==> config.mk <==
export PLATFORM = sky130hd
export DESIGN_NAME = host_status_command_mailbox
export DESIGN_NICKNAME = d
export VERILOG_FILES = /design/src/mailbox_pkg.sv /design/src/host_status_command_mailbox.sv
export VERILOG_INCLUDE_DIRS = /design/src
export SDC_FILE = /design/constraint.sdc
export NUM_CORES = 1
export LEC_CHECK = 0
export BUFFER_PORTS_ARGS = -buffer_cell sky130_fd_sc_hd__clkbuf_2
export CORE_MARGIN = 4
export CORE_UTILIZATION = 53
export CTS_BUF_LIST = sky130_fd_sc_hd__clkbuf_4 sky130_fd_sc_hd__clkbuf_8
export CTS_CLUSTER_DIAMETER = 200
export DETAILED_ROUTE_END_ITERATION = 10
export PLACE_DENSITY = 0.78
export SLEW_MARGIN = 20
export SYNTH_ARGS = -nofsm -noshare
export SYNTH_HDL_FRONTEND = slang
export SYNTH_SLANG_ARGS = --single-unit
export TNS_END_PERCENT = 10
==> constraint.sdc <==
create_clock -name core_clk -period 1.64 [get_ports core_clk]
set_input_delay 0.082 -clock core_clk [delete_from_list [all_inputs] [get_ports core_clk]]
set_output_delay 0.082 -clock core_clk [all_outputs]
set_load 0.05 [all_outputs]
==> src/mailbox_params.svh <==
/*
  constants for the host status and command mailbox: register offsets,
  status bit positions, control bit positions and reset values.
  assumes inclusion by bare name from the design, checker and bench files.
*/
`ifndef MAILBOX_PARAMS_SVH
`define MAILBOX_PARAMS_SVH

// host-side register word offsets (byte addresses, aligned words)
`define OFF_HW_STATUS 8'h00
`define OFF_HW_CONTROL 8'h04
`define OFF_CMD 8'h08
`define OFF_AUX_CMD 8'h0c
`define OFF_REPLY 8'h10
`define OFF_AUX_REPLY 8'h14
`define OFF_IRQ_STATUS 8'h18
`define OFF_IRQ_MASK 8'h1c

// hardware status bit positions
`define ST_CTRL_RDY 0
`define ST_AUX_CTRL_RDY 1
`define ST_REPLY_RDY 2
`define ST_AUX_REPLY_RDY 3
`define ST_RX_RDY 4
`define ST_TX_RDY 5
`define ST_RX_DMA 6
`define ST_TX_DMA 7
`define ST_SLEEP 14
`define ST_PIN_MIRROR 15

// hardware control bit positions
`define CT_RX_IE 0
`define CT_REPLY_IE 1
`define CT_AUX_REPLY_IE 2
`define CT_TX_DMA_EN 3
`define CT_RX_DMA_EN 4
`define CT_MASTER_IE 5
`define CT_WAKE 6

`define HW_CONTROL_RESET 16'h0000
`define WORD_RESET 16'h0000
`define IRQ_BITS 4

`endif

==> src/mailbox_pkg.sv <==
/*
  types for the host status and command mailbox.
  assumes mailbox_params.svh on the include path.
*/
package mailbox_pkg;
  typedef logic [15:0] word_t;
  typedef logic [7:0] reg_addr_t;
endpackage

==> src/host_status_command_mailbox.sv <==
/*
  host status and command mailbox: status flags, reply and command
  semaphores with auxiliary twins, host interrupt qualification, and a
  register port for host software.
  assumes one clock, core-side strobes synchronous to core_clk, and
  async pins (dma requests, sleep) passed through two flip-flops here.
*/
// Our own choices: the register addresses and the plain strobed port.
// Operation
// - tx dma flag follows tx dma request, zero while tx dma disabled.
// - rx ready mirrors buffer ownership, clear after reset.
// - interrupt while rx ready set and its enable set.
// - rx dma flag follows rx dma request, zero while rx dma disabled.
// - reply ready set on core status write, cleared by host high read.
// - interrupt while reply ready set and its enable set.
// - pin mirror shows interrupt pin level, zero if master disabled.
// - control ready set on core command read, cleared by host high write.
// - core does one dummy command read after reset to set control ready.
// - aux reply ready set by core aux write, cleared by host high read.
// - interrupt while aux reply ready set and its enable set.
// - aux control ready set by core aux read, cleared by host write.
// - core does one dummy aux command read when ready.
// - other status bits undefined while sleep flag active.
// - command register is 16 bits, host reads back last command.
// - aux command register exists with same handshake, firmware unused.
`timescale 1ns/1ps
`include "mailbox_params.svh"

module host_status_command_mailbox
  import mailbox_pkg::*;
(
  input wire logic core_clk,
  input wire logic resetn,
  // host register port
  input wire reg_addr_t addr,
  input wire word_t wdata,
  input wire logic wr,
  input wire logic rd,
  output word_t rdata,
  // host byte-wide strobes
  input wire logic host_cmd_hi_wr,
  input wire logic host_aux_cmd_hi_wr,
  input wire logic host_reply_hi_rd,
  input wire logic host_aux_reply_hi_rd,
  // internal core side
  input wire logic core_cmd_rd,
  input wire logic core_aux_cmd_rd,
  input wire logic core_reply_wr,
  input wire logic core_aux_reply_wr,
  input wire word_t core_wdata,
  output word_t core_cmd,
  output word_t core_aux_cmd,
  // buffer ownership bits from the buffer blocks
  input wire logic rx_buffer_owned,
  input wire logic tx_buffer_owned,
  // async input pins, then the synchronous interrupt and wake outputs
  input wire logic tx_dma_request,
  input wire logic rx_dma_request,
  input wire logic interface_sleep,
  output logic host_interrupt_n,
  output logic wake_pulse,
  output logic irq
);

  // two-flop synchronisers for the async pins
  logic [2:0] sync1_q;
  logic [2:0] sync2_q;
  always_ff @(posedge core_clk or negedge resetn)
  begin
    if (!resetn)
    begin
      sync1_q <= 3'h0;
      sync2_q <= 3'h0;
    end
    else
    begin
      sync1_q <= {interface_sleep, rx_dma_request, tx_dma_request};
      sync2_q <= sync1_q;
    end
  end
  wire tx_dreq_s = sync2_q[0];
  wire rx_dreq_s = sync2_q[1];
  wire interface_sleep_flag = sync2_q[2];

  // register decode
  wire sel_ctrl = addr == `OFF_HW_CONTROL;
  wire sel_cmd = addr == `OFF_CMD;
  wire sel_aux = addr == `OFF_AUX_CMD;
  wire sel_ist = addr == `OFF_IRQ_STATUS;
  wire sel_msk = addr == `OFF_IRQ_MASK;
  wire wr_ctrl = wr && sel_ctrl;
  wire wr_cmd = wr && sel_cmd;
  wire wr_aux = wr && sel_aux;

  word_t hw_control_q;
  word_t cmd_q;
  word_t aux_cmd_q;
  word_t reply_q;
  word_t aux_reply_q;
  logic ctrl_rdy_q;
  logic aux_ctrl_rdy_q;
  logic reply_rdy_q;
  logic aux_reply_rdy_q;
  logic [`IRQ_BITS-1:0] irq_status_q;
  logic [`IRQ_BITS-1:0] irq_mask_q;
  logic pin_q;
  word_t rdata_q;
  logic wake_q;

  wire rx_ie = hw_control_q[`CT_RX_IE];
  wire reply_ie = hw_control_q[`CT_REPLY_IE];
  wire aux_reply_ie = hw_control_q[`CT_AUX_REPLY_IE];
  wire tx_dma_en = hw_control_q[`CT_TX_DMA_EN];
  wire rx_dma_en = hw_control_q[`CT_RX_DMA_EN];
  wire master_ie = hw_control_q[`CT_MASTER_IE];

  // host-side command writes: a full word write counts as a high-byte write
  wire cmd_hi_wr = host_cmd_hi_wr || wr_cmd;
  wire aux_hi_wr = host_aux_cmd_hi_wr || wr_aux;

  // control word: written by the host only
  wire word_t hw_control_d = wr_ctrl ? wdata : hw_control_q;
  always_ff @(posedge core_clk or negedge resetn)
  begin
    if (!resetn)
    begin
      hw_control_q <= `HW_CONTROL_RESET;
    end
    else
    begin
      hw_control_q <= hw_control_d;
    end
  end

  // command words: a host read returns the last word written
  wire word_t cmd_d = wr_cmd ? wdata : cmd_q;
  wire word_t aux_cmd_d = wr_aux ? wdata : aux_cmd_q;
  always_ff @(posedge core_clk or negedge resetn)
  begin
    if (!resetn)
    begin
      cmd_q <= `WORD_RESET;
    end
    else
    begin
      cmd_q <= cmd_d;
    end
  end

  always_ff @(posedge core_clk or negedge resetn)
  begin
    if (!resetn)
    begin
      aux_cmd_q <= `WORD_RESET;
    end
    else
    begin
      aux_cmd_q <= aux_cmd_d;
    end
  end

  // reply words: loaded by the core only
  wire word_t reply_d = core_reply_wr ? core_wdata : reply_q;
  wire word_t aux_reply_d = core_aux_reply_wr ? core_wdata : aux_reply_q;
  always_ff @(posedge core_clk or negedge resetn)
  begin
    if (!resetn)
    begin
      reply_q <= `WORD_RESET;
    end
    else
    begin
      reply_q <= reply_d;
    end
  end

  always_ff @(posedge core_clk or negedge resetn)
  begin
    if (!resetn)
    begin
      aux_reply_q <= `WORD_RESET;
    end
    else
    begin
      aux_reply_q <= aux_reply_d;
    end
  end

  // semaphores: the core-side set wins over a same-cycle host clear
  wire ctrl_rdy_set = core_cmd_rd;
  wire ctrl_rdy_clr = cmd_hi_wr;
  wire aux_ctrl_rdy_set = core_aux_cmd_rd;
  wire aux_ctrl_rdy_clr = aux_hi_wr;
  wire reply_rdy_set = core_reply_wr;
  wire reply_rdy_clr = host_reply_hi_rd;
  wire aux_reply_rdy_set = core_aux_reply_wr;
  wire aux_reply_rdy_clr = host_aux_reply_hi_rd;
  wire ctrl_rdy_d = ctrl_rdy_set | (ctrl_rdy_q & ~ctrl_rdy_clr);
  wire aux_ctrl_rdy_d = aux_ctrl_rdy_set |
    (aux_ctrl_rdy_q & ~aux_ctrl_rdy_clr);
  wire reply_rdy_d = reply_rdy_set | (reply_rdy_q & ~reply_rdy_clr);
  wire aux_reply_rdy_d = aux_reply_rdy_set |
    (aux_reply_rdy_q & ~aux_reply_rdy_clr);

  // ready flags reset low; the control ones rise on the core's first dummy read
  always_ff @(posedge core_clk or negedge resetn)
  begin
    if (!resetn)
    begin
      ctrl_rdy_q <= 1'b0;
    end
    else
    begin
      ctrl_rdy_q <= ctrl_rdy_d;
    end
  end

  always_ff @(posedge core_clk or negedge resetn)
  begin
    if (!resetn)
    begin
      aux_ctrl_rdy_q <= 1'b0;
    end
    else
    begin
      aux_ctrl_rdy_q <= aux_ctrl_rdy_d;
    end
  end

  always_ff @(posedge core_clk or negedge resetn)
  begin
    if (!resetn)
    begin
      reply_rdy_q <= 1'b0;
    end
    else
    begin
      reply_rdy_q <= reply_rdy_d;
    end
  end

  always_ff @(posedge core_clk or negedge resetn)
  begin
    if (!resetn)
    begin
      aux_reply_rdy_q <= 1'b0;
    end
    else
    begin
      aux_reply_rdy_q <= aux_reply_rdy_d;
    end
  end

  // rx ownership clear is done by the buffer block; we only mirror it
  wire rx_rdy = rx_buffer_owned;
  wire tx_dma_flag = tx_dreq_s & tx_dma_en;
  wire rx_dma_flag = rx_dreq_s & rx_dma_en;

  // each source is qualified by its own enable before the master gate
  wire rx_irq_src = rx_rdy & rx_ie;
  wire reply_irq_src = reply_rdy_q & reply_ie;
  wire aux_irq_src = aux_reply_rdy_q & aux_reply_ie;
  wire irq_src = rx_irq_src | reply_irq_src | aux_irq_src;
  wire host_irq = irq_src & master_ie;

  // registered so the pin never glitches while enables change
  wire pin_d = host_irq;
  always_ff @(posedge core_clk or negedge resetn)
  begin
    if (!resetn)
      pin_q <= 1'b0;
    else
      pin_q <= pin_d;
  end
  assign host_interrupt_n = ~pin_q;
  wire pin_mirror = pin_q & master_ie;

  // status word; with the sleep flag up the other bits carry no meaning,
  // so they are forced to zero rather than left floating
  word_t status_raw;
  always_comb
  begin
    status_raw = 16'h0000;
    status_raw[`ST_CTRL_RDY] = ctrl_rdy_q;
    status_raw[`ST_AUX_CTRL_RDY] = aux_ctrl_rdy_q;
    status_raw[`ST_REPLY_RDY] = reply_rdy_q;
    status_raw[`ST_AUX_REPLY_RDY] = aux_reply_rdy_q;
    status_raw[`ST_RX_RDY] = rx_rdy;
    status_raw[`ST_TX_RDY] = tx_buffer_owned;
    status_raw[`ST_RX_DMA] = rx_dma_flag;
    status_raw[`ST_TX_DMA] = tx_dma_flag;
    status_raw[`ST_PIN_MIRROR] = pin_mirror;
  end
  word_t status_word;
  assign status_word = interface_sleep_flag ?
    16'h4000 : status_raw;

  // software interrupt status: events set, write one clears, set wins
  logic rx_rdy_q;
  wire ev_rx_rise = rx_rdy & ~rx_rdy_q;
  wire ev_cmd_taken = core_cmd_rd | core_aux_cmd_rd;
  wire [`IRQ_BITS-1:0] events = {
    core_aux_reply_wr, core_reply_wr, ev_cmd_taken, ev_rx_rise};
  wire wr_ist = wr && sel_ist;
  wire wr_msk = wr && sel_msk;
  wire [`IRQ_BITS-1:0] w1c = wr_ist ?
    wdata[`IRQ_BITS-1:0] : {`IRQ_BITS{1'b0}};
  wire [`IRQ_BITS-1:0] irq_status_d = events | (irq_status_q & ~w1c);
  wire [`IRQ_BITS-1:0] irq_mask_d = wr_msk ?
    wdata[`IRQ_BITS-1:0] : irq_mask_q;
  // a one-cycle pulse; the stored control bit only serves read back
  wire wake_d = wr_ctrl & wdata[`CT_WAKE];

  always_ff @(posedge core_clk or negedge resetn)
  begin
    if (!resetn)
      irq_status_q <= {`IRQ_BITS{1'b0}};
    else
      irq_status_q <= irq_status_d;
  end

  always_ff @(posedge core_clk or negedge resetn)
  begin
    if (!resetn)
      irq_mask_q <= {`IRQ_BITS{1'b0}};
    else
      irq_mask_q <= irq_mask_d;
  end

  // edge detector starts low, as the buffer is not handed over at reset
  always_ff @(posedge core_clk or negedge resetn)
  begin
    if (!resetn)
      rx_rdy_q <= 1'b0;
    else
      rx_rdy_q <= rx_rdy;
  end

  always_ff @(posedge core_clk or negedge resetn)
  begin
    if (!resetn)
      wake_q <= 1'b0;
    else
      wake_q <= wake_d;
  end

  assign irq = |(irq_status_q & irq_mask_q);
  assign wake_pulse = wake_q;

  // read mux; unmapped offsets read zero
  word_t rd_mux;
  always_comb
  begin
    case (addr)
      `OFF_HW_STATUS: rd_mux = status_word;
      `OFF_HW_CONTROL: rd_mux = hw_control_q;
      `OFF_CMD: rd_mux = cmd_q;
      `OFF_AUX_CMD: rd_mux = aux_cmd_q;
      `OFF_REPLY: rd_mux = reply_q;
      `OFF_AUX_REPLY: rd_mux = aux_reply_q;
      `OFF_IRQ_STATUS: rd_mux = {12'h000, irq_status_q};
      `OFF_IRQ_MASK: rd_mux = {12'h000, irq_mask_q};
      default: rd_mux = 16'h0000;
    endcase
  end

  // read data stand for one cycle after the strobe, zero otherwise
  wire word_t rdata_d = rd ? rd_mux : `WORD_RESET;
  always_ff @(posedge core_clk or negedge resetn)
  begin
    if (!resetn)
      rdata_q <= `WORD_RESET;
    else
      rdata_q <= rdata_d;
  end
  assign rdata = rdata_q;
  assign core_cmd = cmd_q;
  assign core_aux_cmd = aux_cmd_q;

endmodule

* Yosys cells after proc, flatten, opt, wreduce, memory -nomap -nowiden *
Index checks and enable logic that the tools add are counted.
W data, S select, Z words.

word-level totals
  register bits = 117
  input bits = 57
  output and inout port bits = 51
  word-level logic and storage cells = 67

operators by class
  equality and inequality tests = 7
  muxes and demuxes = 4
  bitwise logic cells = 30
  reduce and logical (&&, ||, !) cells = 9

operators by type and width
  operator              number
  $pmux W16 S8          1
  $eq A8 B5 Y1 const B  4
  $mux W16              2
  $eq A8 B4 Y1 const B  2
  $and A1 B1 Y1         13
  $and A4 B4 Y4         2
  $eq A8 B3 Y1 const B  1
  $logic_not A8 Y1      1
  $or A1 B1 Y1          7
  $not A1 Y1            6
  $logic_and A1 B1 Y1   5
  $mux W4               1
  $not A4 Y4            1
  $or A4 B4 Y4          1
  $reduce_or A4 Y1      1
  $logic_or A1 B1 Y1    2

* Logic depth before layout (Yosys ltp) *
Gate-level depths: netlist of run 1.

  word-level depth = 6
  gate-level depth with buffers = 7
  depth with buffers taken out = 4

* Worst setup path after synthesis of run 1 *
OpenSTA, ideal clock, no wires.

  kind = input to register
  from = input port addr[4]
  to = register cmd_q[0] (netlist: core_cmd[0])
  library setup time = 125 ps
  arrival = 1521 ps
  required time = 1515 ps
  setup slack = -6 ps
  stages on the path = 6
  path buffers = 3
  cell sequence = buf_6 nor4_4 and4_1 buf_6 buf_12 mux2_4

on the way
  longest elaborated chain between the ends = 2

ends and longest elaborated chain
  element               RTL line                            source
  start, declared       host_status_command_mailbox.sv:35   input wire reg_addr_t addr,
  $eq A8 B4 Y1          n/a
  $logic_and A1 B1 Y1   host_status_command_mailbox.sv:92   wire wr_cmd = wr && sel_cmd;
  end signal, assigned  host_status_command_mailbox.sv:142  cmd_q <= `WORD_RESET;
  end signal, assigned  host_status_command_mailbox.sv:146  cmd_q <= cmd_d;
  end, declared         host_status_command_mailbox.sv:96   word_t cmd_q;

Every way passes these cells.
A chain may end at the register's enable or synchronous reset.

* Worst setup path in the final report of run 1 *
  from = input port addr[4]
  to = register irq_status_q[1]

on the way
  longest elaborated chain between the ends = 6

ends and longest elaborated chain
  element               RTL line                            source
  $eq A8 B5 Y1          n/a
  $logic_and A1 B1 Y1   host_status_command_mailbox.sv:304  wire wr_ist = wr && sel_ist;
  $mux W4               host_status_command_mailbox.sv:306  wire [`IRQ_BITS-1:0] w1c = wr_ist ?
  $not A4 Y4            host_status_command_mailbox.sv:308  wire [`IRQ_BITS-1:0] irq_status_d = events | (irq_status_q & ~w1c);
  $and A4 B4 Y4         host_status_command_mailbox.sv:308
  $or A4 B4 Y4          host_status_command_mailbox.sv:308
  via irq_status_d[1]   host_status_command_mailbox.sv:308
  end signal, assigned  host_status_command_mailbox.sv:317  irq_status_q <= {`IRQ_BITS{1'b0}};
  end signal, assigned  host_status_command_mailbox.sv:319  irq_status_q <= irq_status_d;
  end, declared         host_status_command_mailbox.sv:104  logic [`IRQ_BITS-1:0] irq_status_q;

The timed path passes the listed nets, and every way through them passes these cells.

==> impl_metrics.csv, run 1 <==
group,metric,value,unit
placed_design,dpl-instance-area,6031,um2
sta,tightest_slew,0.5366,ns
setup_path,critPathLaunchType,"input port",
cells_and_area,nNetsFinal,622,
global_route,grt_pass1_wl,22270,um
cts,cts_buffers,17,
setup_path,cp_max_fo,5,
setup_path,crit_path_end_kind,"flop",
power_and_ir_drop,p_leak,3.324,nW
sta,hold_viol,0,
floorplan,dieHeight,107.3,um
yosys,synth_enable_flop_cells,0,
sta,setup_slack,0.1075,ns
global_route,grt_max_degree,52,
sta,finalMaxSlewViolations,0,
yosys,synth_area,5228,um2
cts,cts_tree,"built",
cts,htreeDepth,4,
placed_design,place_ws,0.02496,ns
power_and_ir_drop,power.density,939.5,nW/um2
cts,cts.sinks,117,
sta,final.setup_skew,0.006262,ns
sta,finalSetupViolCount,0,
detailed_routing,vias,3912,
cts,cts_root_buf,"clkbuf_8",
yosys,ys_seq_area_share,56.01,%
global_route,grt.overflow.total,0,
floorplan,dieWidth,107.3,um
cells_and_area,final_area,6879,um2
floorplan,coreArea,9415,um2
yosys,ys_types,43,
sta,tns,0,ns
setup_path,arrival,1.84,ns
sta,maxSlewHeadroom,64.22,%
yosys,synth_cells,389,
detailed_routing,ant_nets,0,
sta,final.min_clock_period,1.532,ns
setup_path,crit_type,"in2reg",
detailed_routing,dr.pass1.iters,5,
sta,rsz0062_at_grt,"false",
outcome,outcome,"finished clean",
cells_and_area,antenna_cells,0,
sta,hold_ws,0.05658,ns
sta,min_period_over_period,93.44,%
detailed_routing,drt_wl_total,13600,um
cells_and_area,drive_gt1_share,48.10,%
detailed_routing,wl_per_cell,19.23,um
yosys,ys_seq_elements,117,
yosys,synth_ff_type,"dfrtp_1",
yosys,synth_async_sr_flop_share,100.0,%
yosys,synth_top_area_cell,"dfrtp_1",
setup_path,crit_required,1.95,ns
min_path,hold_class,"in2async",
yosys,syn_area_per_cell,13.44,um2
placed_design,port_buffers,107,
detailed_routing,drt_iter0_markers,185,
cts,clock_latency,0.44,ns
power_and_ir_drop,vdd_drop_max,0.0005847,V
cts,clock_path_buffers,2,
yosys,ys_warn_count,0,
global_route,grt_usage,25.44,%
global_route,grt_pass1_vias,4314,
placed_design,routabilityCongestion,0.9357,
floorplan,die_area,11520,um2
yosys,yosysTopAreaCellShare,56.01,%
detailed_routing,viasPerCell,5.533,
detailed_routing,post-route-drc-count,0,
job,drv_cap,0,
cells_and_area,area_growth,31.59,%
sta,max_freq,652.5,MHz
floorplan,pin_count,108,
cts,clk_pin_slew,0.08,ns
cells_and_area,fillCellCount,639,
floorplan,fp-row-count,35,
placed_design,dpl.hpwl,9563,um
global_route,antenna_found_initial,0,
yosys,synthTopCellsByArea,"dfrtp_1 (56%), mux2_2 (19%), mux2_4 (3.4%)",
yosys,synth_nets,446,
floorplan,initial_core_util,55.52,%
## metrics by stage
step,utilization [%],instances,total power [mW]
2_1_floorplan,-,389,3.647
5_1_grt,73.06,707,6.725
3_5_place_dp,64.05,630,3.991
6_report,73.06,707,6.463
4_1_cts,72.80,707,6.489
3_3_place_gp,64.05,630,3.960
## synth_stat cells (2+ instances only)
library cell	instances
a21oi_1	13
nor2_1	12
nand4b_1	2
mux2_4	12
a22o_1	6
a32oi_1	2
o21ai_0	3
dfrtp_1	117
and4_1	4
buf_1	5
a211o_1	2
o21a_1	3
nand2_1	12
a221o_1	3
nor4b_1	2
a32o_1	2
o221ai_1	2
or2_2	2
nor3_1	5
nor2b_1	6
a21o_1	5
a31oi_1	5
clkbuf_1	10
a22oi_1	9
a311oi_1	3
buf_2	5
nand3_1	16
mux2_2	87
inv_1	7
buf_6	4
mux2i_1	11
## worst max-delay path: stages
cell,delay (ns)
clkbuf_2,0.20
nor4b_4,0.22
buf_4,0.15
and4_4,0.26
nand2_1,0.06
a211o_1,0.30
dlygate4sd3_1,0.57
## layout make-up
type / count / area (um2) / area share, %
clock inverters: 14 / 131.4 / 1.910
well taps: 129 / 161.4 / 2.346
repair buffers: 182 / 1241 / 18.04
flip-flops and latches: 117 / 2928 / 42.56
inverters: 7 / 26.28 / 0.3820
multi-input cells: 240 / 2150 / 31.25
clock buffers: 18 / 241.5 / 3.510
## what timing repair did
item,in CTS,in global routing
hold buffers,45,0
setup endpoints to repair,0,1
setup buffers,0,0
endpoints found under the hold margin,214,0
gates resized for setup,0,8
## registers in the layout (all words and copies together), names as in the netlist, 3 cells and up
| register | cells |
|---|---|
| aux_reply_q | 16 |
| core_aux_cmd | 16 |
| core_cmd | 16 |
| hw_control_q | 16 |
| rdata | 16 |
| reply_q | 16 |
| irq_mask_q | 4 |
| irq_status_q | 4 |
| sync1_q | 3 |
| sync2_q | 3 |
## cells in the final DEF (no fill, tap or decap), types with 4 or more instances in the layout
master	n
nor3_1	5
a31oi_1	5
a21o_1	5
nor2_1	11
nand2_1	12
mux2_4	12
nor2b_1	5
a22o_1	6
nand3_1	16
clkinvlp_4	4
inv_1	7
clkbuf_8	17
dlygate4sd3_1	45
clkinv_4	6
a21oi_1	13
buf_4	29
mux2_2	87
clkbuf_2	105
mux2i_1	11
dfrtp_1	117
a22oi_1	9
## final timing paths
check	startpoint	end	slack, ns	depth (start not counted)
hold / removal	resetn	hw_control_q[9]	0.06	2
setup reg to reg	irq_status_q[1]	irq_status_q[1]	0.28	2
setup / recovery	addr[4]	irq_status_q[1]	0.11	7
min in group core_clk	addr[6]	rdata[14]	0.11	3
max in group asynchronous	resetn	irq_mask_q[1]	1.04	3
hold reg to reg	sync1_q[1]	sync2_q[1]	0.35	0
## cells by family (layout without fill, tap and decap cells)
| logic type | after synthesis | in the layout | synth area share (%) |
|---|---|---|---|
| flops | 117 | 117 | 56.01 |
| mux | 110 | 110 | 24.29 |
| simple gates | 68 | 68 | 7.731 |
| compound gates | 62 | 62 | 8.665 |
| buf+inv | 32 | 221 | 3.303 |
## per-layer routing
| metal | track usage [%] | wire [um] | vias up |
|---|---|---|---|
| met5 | 0 | 0 | - |
| met4 | 8.584 | 215 | 0 |
| met3 | 6.659 | 842 | 26 |
| met2 | 42.85 | 6853 | 150 |
| met1 | 31.89 | 5687 | 1940 |
| li1 | - | - | 1796 |
## where the power goes
group | switching (mW) | leakage (nW) | internal (mW)
combinational | 0.492 | 1.64 | 0.392
clock | 1.21 | 0.179 | 1.22
sequential | 0.103 | 1.50 | 3.04
total | 1.81 | 3.32 | 4.65
(Power assumes the default switching activity.)
==> run 2, diff against run 1 <==
--- a/config.mk
+++ b/config.mk
@@ -8,11 +8,11 @@
 export LEC_CHECK = 0
 export BUFFER_PORTS_ARGS = -buffer_cell sky130_fd_sc_hd__clkbuf_2
 export CORE_MARGIN = 4
-export CORE_UTILIZATION = 53
+export CORE_UTILIZATION = 45
 export CTS_BUF_LIST = sky130_fd_sc_hd__clkbuf_4 sky130_fd_sc_hd__clkbuf_8
 export CTS_CLUSTER_DIAMETER = 200
 export DETAILED_ROUTE_END_ITERATION = 10
-export PLACE_DENSITY = 0.78
+export PLACE_DENSITY = 0.68
 export SLEW_MARGIN = 20
 export SYNTH_ARGS = -nofsm -noshare
 export SYNTH_HDL_FRONTEND = slang
==> run 2 against run 1 <==
Compared with the run above:
- register-to-register slack about the same
- non-clock buffer count decreased by 1
- sequential share of layout area down 0.95 points
- combinational power shrank 0.9%
- clock skew is 0.0052 ns higher
- die area grew 16%
- critical path type unchanged
- largest cell class unchanged
- highest routed layer unchanged
- maximum frequency rose by 0.58%
- critical path depth unchanged
- worst hold slack improved by 0.013 ns
- via count hardly changed
- global-route usage down 3.8 points
==> impl_metrics.csv, run 2 (same netlist as run 1, synthesis figures left out) <==
group,metric,value,unit
outcome,outcome,"finished clean",
detailed_routing,wl_per_cell,18.74,um
power_and_ir_drop,pwr-share-seq,42.5,%
setup_path,cp_max_fo,3,
cts,holdBufCountCts,45,
min_path,hold_start,"addr[2]",
placed_design,dpl-instance-area,6078,um2
global_route,grt.overflow.total,0,
cells_and_area,final_area,7037,um2
floorplan,die_area,13410,um2
min_path,whs_path_depth,3,
cells_and_area,fin_util,61.63,%
floorplan,coreArea,11420,um2
cts,cts_buffers,17,
sta,hold_viol,0,
power_and_ir_drop,p_switching,1.825,mW
global_route,grt_pass1_vias,4142,
global_route,grt_usage,21.67,%
setup_path,crit_path_top_delay_cell,"dlygate4sd3_1",
cells_and_area,mostFrequentLayoutCells,"dfrtp_1 (117), clkbuf_2 (106), mux2_2 (87)",
floorplan,dieWidth,115.8,um
setup_path,crit_path_end_kind,"flop",
floorplan,dieHeight,115.8,um
global_route,antenna_found_initial,0,
power_and_ir_drop,p_int,5.565,mW
cts,cts_tree,"built",
placed_design,place_ws,0.1016,ns
cts,cts.sinks,117,
job,drv_cap,0,
detailed_routing,vias,3911,
global_route,grt_pass1_wl,21870,um
detailed_routing,drt_iter0_markers,291,
setup_path,crit_required,1.96,ns
floorplan,fp-row-count,39,
cts,ctsResizeCount,0,
setup_path,rr_endpoint,"rdata[1]",
min_path,min_to,"rdata[11]",
cts,cts_root_buf,"clkbuf_8",
sta,hold_ws,0.06921,ns
setup_path,crit_chain,"clkbuf_2, nor4b_1, buf_4, and4_1, nand2_1, a211o_1, dlygate4sd3_1",
cts,htreeDepth,4,
placed_design,dp_cells,643,
placed_design,port_buffers,107,
cts,clk_pin_slew,0.08,ns
power_and_ir_drop,pwr-share-comb,11.9,%
sta,max_freq,656.4,MHz
detailed_routing,viasPerCell,5.432,
sta,finalSetupViolCount,0,
cells_and_area,drive_gt1_share,47.31,%
cells_and_area,nNetsFinal,621,
power_and_ir_drop,p_leak,3.392,nW
floorplan,initial_core_util,45.78,%
cells_and_area,fillCellCount,904,
power_and_ir_drop,vdd_drop_max,0.0007095,V
cts,clock_latency,0.44,ns
cells_and_area,stdcell_count,720,
setup_path,cpPeakStageDelay,0.57,ns
power_and_ir_drop,power.density,1050,nW/um2
cells_and_area,layout_commonest_cell,"dfrtp_1",
sta,tightest_slew,0.5530,ns
power_and_ir_drop,clkPwrFrac,45.6,%
placed_design,dpl.hpwl,9597,um
setup_path,rr_worst_depth,4,
global_route,grt_max_degree,79,
cts,clock_path_buffers,2,
setup_path,r2r-start,"irq_mask_q[1]",
detailed_routing,drt_wl_total,13490,um
placed_design,routabilityCongestion,0.9060,
floorplan,pin_count,108,
setup_path,crit_type,"in2reg",
setup_path,arrival,1.84,ns
min_path,hold_class,"in2reg",
sta,tns,0,ns
sta,final.min_clock_period,1.524,ns
sta,maxSlewHeadroom,63.13,%
setup_path,critical-path-top-delay-family,"buffers and inverters",
power_and_ir_drop,switching_share,24.70,%
sta,rsz0062_at_grt,"false",
detailed_routing,ant_nets,0,
detailed_routing,dr.pass1.iters,4,
sta,finalMaxSlewViolations,0,
sta,setup_slack,0.1164,ns
cells_and_area,area_growth,34.61,%
sta,final.setup_skew,0.01145,ns
setup_path,critPathLaunchType,"input port",
cts,post_cts_buffers,0,
setup_path,cp.buffers_inverters,3,
power_and_ir_drop,finalPower,7.390,mW
cells_and_area,antenna_cells,0,
detailed_routing,post-route-drc-count,0,
sta,min_period_over_period,92.90,%
setup_path,r2r_setup_slack,0.29,ns
## run 2: cell count changes in the layout (fill, tap and decap cells not counted), moves of 2 or more
| cell | previous run | this run |
|---|---|---|
| bufinv_16 | 1 | 7 |
| buf_4 | 29 | 25 |
| clkinv_4 | 6 | 2 |
| buf_12 | 2 | 5 |
| clkbuf_4 | 2 | 0 |
| clkinvlp_4 | 4 | 2 |
| inv_6 | 1 | 3 |
## run 2: area by class of cell
type                       count  area (um2)  share of cell area [%]
clock buffer                  17       234.0                   3.325
sequential                   117        2928                   41.61
timing repair buffer         181        1269                   18.03
inverter                       7       26.28                  0.3734
clock inverter                15       274.0                   3.894
multi-input combinational    240        2127                   30.23
tap                          143       178.9                   2.543
## run 2: worst reg2reg max path, stage by stage (launching register included)
cell	delay [ns]
dfrtp_1	0.43
and4_1	0.23
a31oi_1	0.19
a31oi_1	0.11
a221o_1	0.27
## run 2: how the worst max path moves through the flow
stage	to	slack (ns)	depth (start not counted)	start
finish	irq_status_q[1]	0.12	7	addr[5]
CTS	irq	0.15	3	irq_mask_q[1]
floorplan	core_cmd[0]	0.10	5	addr[5]
global route	irq_status_q[1]	0.07	7	addr[2]
detailed placement	core_aux_cmd[12]	0.10	5	addr[2]
global placement	core_aux_cmd[5]	0.14	5	addr[2]
## run 2: power by group through the flow
stage	sequential, mW	combinational [mW]	clock [mW]
6_report	3.14	0.876	3.37
2_1_floorplan	3.30	0.346	0
5_1_grt	3.16	0.946	3.56
3_5_place_dp	3.20	0.797	0
3_3_place_gp	3.19	0.785	0
4_1_cts	3.14	0.885	3.43
## run 2: layer usage
layer  GRT usage (%)  wire length [um]  vias up
li1                -                 -     1784
met1           28.56              5862     1975
met2           35.25              6628      135
met3           5.535               793       17
met4           7.038               207        0
met5               0                 0        -
==> run 3, diff against run 2 <==
--- a/config.mk
+++ b/config.mk
@@ -12,8 +12,8 @@
 export CTS_BUF_LIST = sky130_fd_sc_hd__clkbuf_4 sky130_fd_sc_hd__clkbuf_8
 export CTS_CLUSTER_DIAMETER = 200
 export DETAILED_ROUTE_END_ITERATION = 10
-export PLACE_DENSITY = 0.68
-export SLEW_MARGIN = 20
+export PLACE_DENSITY = 0.7
+export SLEW_MARGIN = 10
 export SYNTH_ARGS = -nofsm -noshare
 export SYNTH_HDL_FRONTEND = slang
 export SYNTH_SLANG_ARGS = --single-unit
==> constraint.sdc (replaced) <==
create_clock -name core_clk -period 1.25 [get_ports core_clk]
set_input_delay 0.0625 -clock core_clk [delete_from_list [all_inputs] [get_ports core_clk]]
set_output_delay 0.0625 -clock core_clk [all_outputs]
set_load 0.05 [all_outputs]
==> run 3 against run 2 <==
Compared with the run above:
- the run now ends with negative setup slack left
- first-iteration DRC count shrank 25%
- highest routed layer unchanged
- final cell count grew 5.3%
- clock power grew 6%
==> impl_metrics.csv, run 3 (same netlist as run 1, synthesis figures left out) <==
group,metric,value,unit
global_route,grt_pass1_wl,22300,um
cells_and_area,mostFrequentLayoutCells,"dfrtp_1 (117), clkbuf_2 (95), mux2_2 (87)",
floorplan,dieWidth,115.8,um
sta,finalMaxSlewViolations,0,
placed_design,dpl-instance-area,6401,um2
sta,hold_viol,0,
detailed_routing,drt_wl_total,14040,um
detailed_routing,post-route-drc-count,0,
power_and_ir_drop,power.density,1219,nW/um2
setup_path,critPathLaunchType,"flop",
cts,htreeDepth,4,
placed_design,routabilityCongestion,0.9000,
sta,maxSlewHeadroom,64.16,%
power_and_ir_drop,finalPower,8.983,mW
cts,cts_tree,"built",
power_and_ir_drop,p_leak,3.593,nW
setup_path,arrival,1.37,ns
cells_and_area,final_area,7368,um2
floorplan,fp-row-count,39,
floorplan,die_area,13410,um2
setup_path,cpPeakStageDelay,0.39,ns
detailed_routing,vias,4063,
cts,clock_latency,0.45,ns
cells_and_area,drive_gt1_share,52.20,%
sta,rsz0062_at_grt,"true",
setup_path,crit_path_top_delay_cell,"dfrtp_1",
setup_path,cp_max_fo,2,
cells_and_area,area_growth,40.95,%
cells_and_area,antenna_cells,0,
cts,cts_root_buf,"clkbuf_8",
floorplan,coreArea,11420,um2
setup_path,crit_chain,"buf_6, a22oi_2, nand2_1, buf_8",
detailed_routing,ant_nets,0,
cells_and_area,layout_commonest_cell,"dfrtp_1",
sta,final.setup_skew,0.006078,ns
cts,clk_pin_slew,0.07,ns
outcome,outcome,"finished, violations left",
floorplan,initial_core_util,45.78,%
setup_path,r2r-start,"irq_mask_q[1]",
sta,setup_slack,-0.1873,ns
floorplan,dieHeight,115.8,um
global_route,grt_pass1_vias,4330,
global_route,grt.overflow.total,0,
cts,cts.sinks,117,
detailed_routing,drt_iter0_markers,218,
sta,tns,-0.2611,ns
global_route,grt_max_degree,45,
min_path,hold_class,"in2reg",
setup_path,r2r_setup_slack,-0.07,ns
placed_design,dpl.hpwl,10220,um
job,drv_cap,0,
cells_and_area,nNetsFinal,659,
sta,tightest_slew,0.5376,ns
setup_path,crit_path_end_kind,"primary output",
detailed_routing,viasPerCell,5.360,
sta,finalSetupViolCount,3,
outcome,violations,"negative setup slack",
setup_path,crit_path_start,"irq_mask_q[3]",
cts,cts_buffers,17,
global_route,grt_usage,22.15,%
global_route,antenna_found_initial,0,
placed_design,port_buffers,107,
detailed_routing,wl_per_cell,18.52,um
floorplan,pin_count,108,
power_and_ir_drop,vdd_drop_max,0.0008568,V
sta,final.min_clock_period,1.437,ns
min_path,hold_start,"addr[2]",
detailed_routing,dr.pass1.iters,4,
sta,max_freq,695.8,MHz
cts,clock_path_buffers,2,
setup_path,crit_required,1.19,ns
setup_path,crit_type,"reg2out",
sta,min_period_over_period,115.0,%
==> run 3: cell type report <==
class	count	area, um2
repair buffers	219	1648
inverters	7	26.28
multi-input cells	240	2168
flip-flops and latches	117	2928
fillers	891	4050
clock buffers	24	324.1
well taps	143	178.9
clock inverters	8	95.09
==> run 3: critical path, delay by kind of cell, from the launching register on <==
| family | cells | cell delay (ns) |
|---|---|---|
| simple gates | 1 | 0.11 |
| flops | 1 | 0.39 |
| buf+inv | 2 | 0.28 |
| compound gates | 1 | 0.15 |
==> run 3: final timing paths <==
kind	cells past startpoint	endpoint
worst max-delay path	4	irq
worst min-delay path	3	rdata[11]
worst max register to register	5	rdata[1]
worst min register to register	0	sync2_q[1]
max in group asynchronous	3	reply_q[7]
min in group asynchronous	2	core_aux_cmd[3]
==> run 3: power breakdown <==
part           internal, mW  switching, mW  leakage [nW]  total, mW
Clock                  2.10           1.48         0.214       3.57
Combinational         0.609          0.674          1.88       1.28
Sequential             3.99          0.132          1.50       4.13
==> run 3: metal layers <==
metal | track usage [%] | wire (um) | vias up
li1 | - | - | 1856
met5 | 0 | 0 | -
met3 | 5.535 | 800 | 24
met2 | 37.09 | 6916 | 126
met4 | 7.579 | 247 | 0
met1 | 28.19 | 6074 | 2057
==> run 3: repair_timing <==
| item | in CTS | in global routing |
|---|---|---|
| endpoints found under the setup margin | 12 | 16 |
| buffers inserted | 1 | 0 |
| gates resized for setup | 19 | 15 |
| hold endpoints to repair | 217 | 0 |
| gates cloned | 0 | 0 |
| pin swaps | 1 | 1 |
| hold buffers | 44 | 0 |
==> run 3: stage by stage <==
step / hold WS [ns] / util [%] / worst slack [ns] / std cells
3_3_place_gp: -0.01336 / 56.06 / -0.2415 / 681
2_1_floorplan: -0.2331 / - / -0.2672 / 389
4_1_cts: 0.03741 / 64.28 / -0.1981 / 758
3_5_place_dp: -0.01343 / 56.06 / -0.2728 / 681
6_report: 0.04800 / 64.53 / -0.1873 / 758
5_1_grt: 0.03430 / 64.53 / -0.2459 / 758
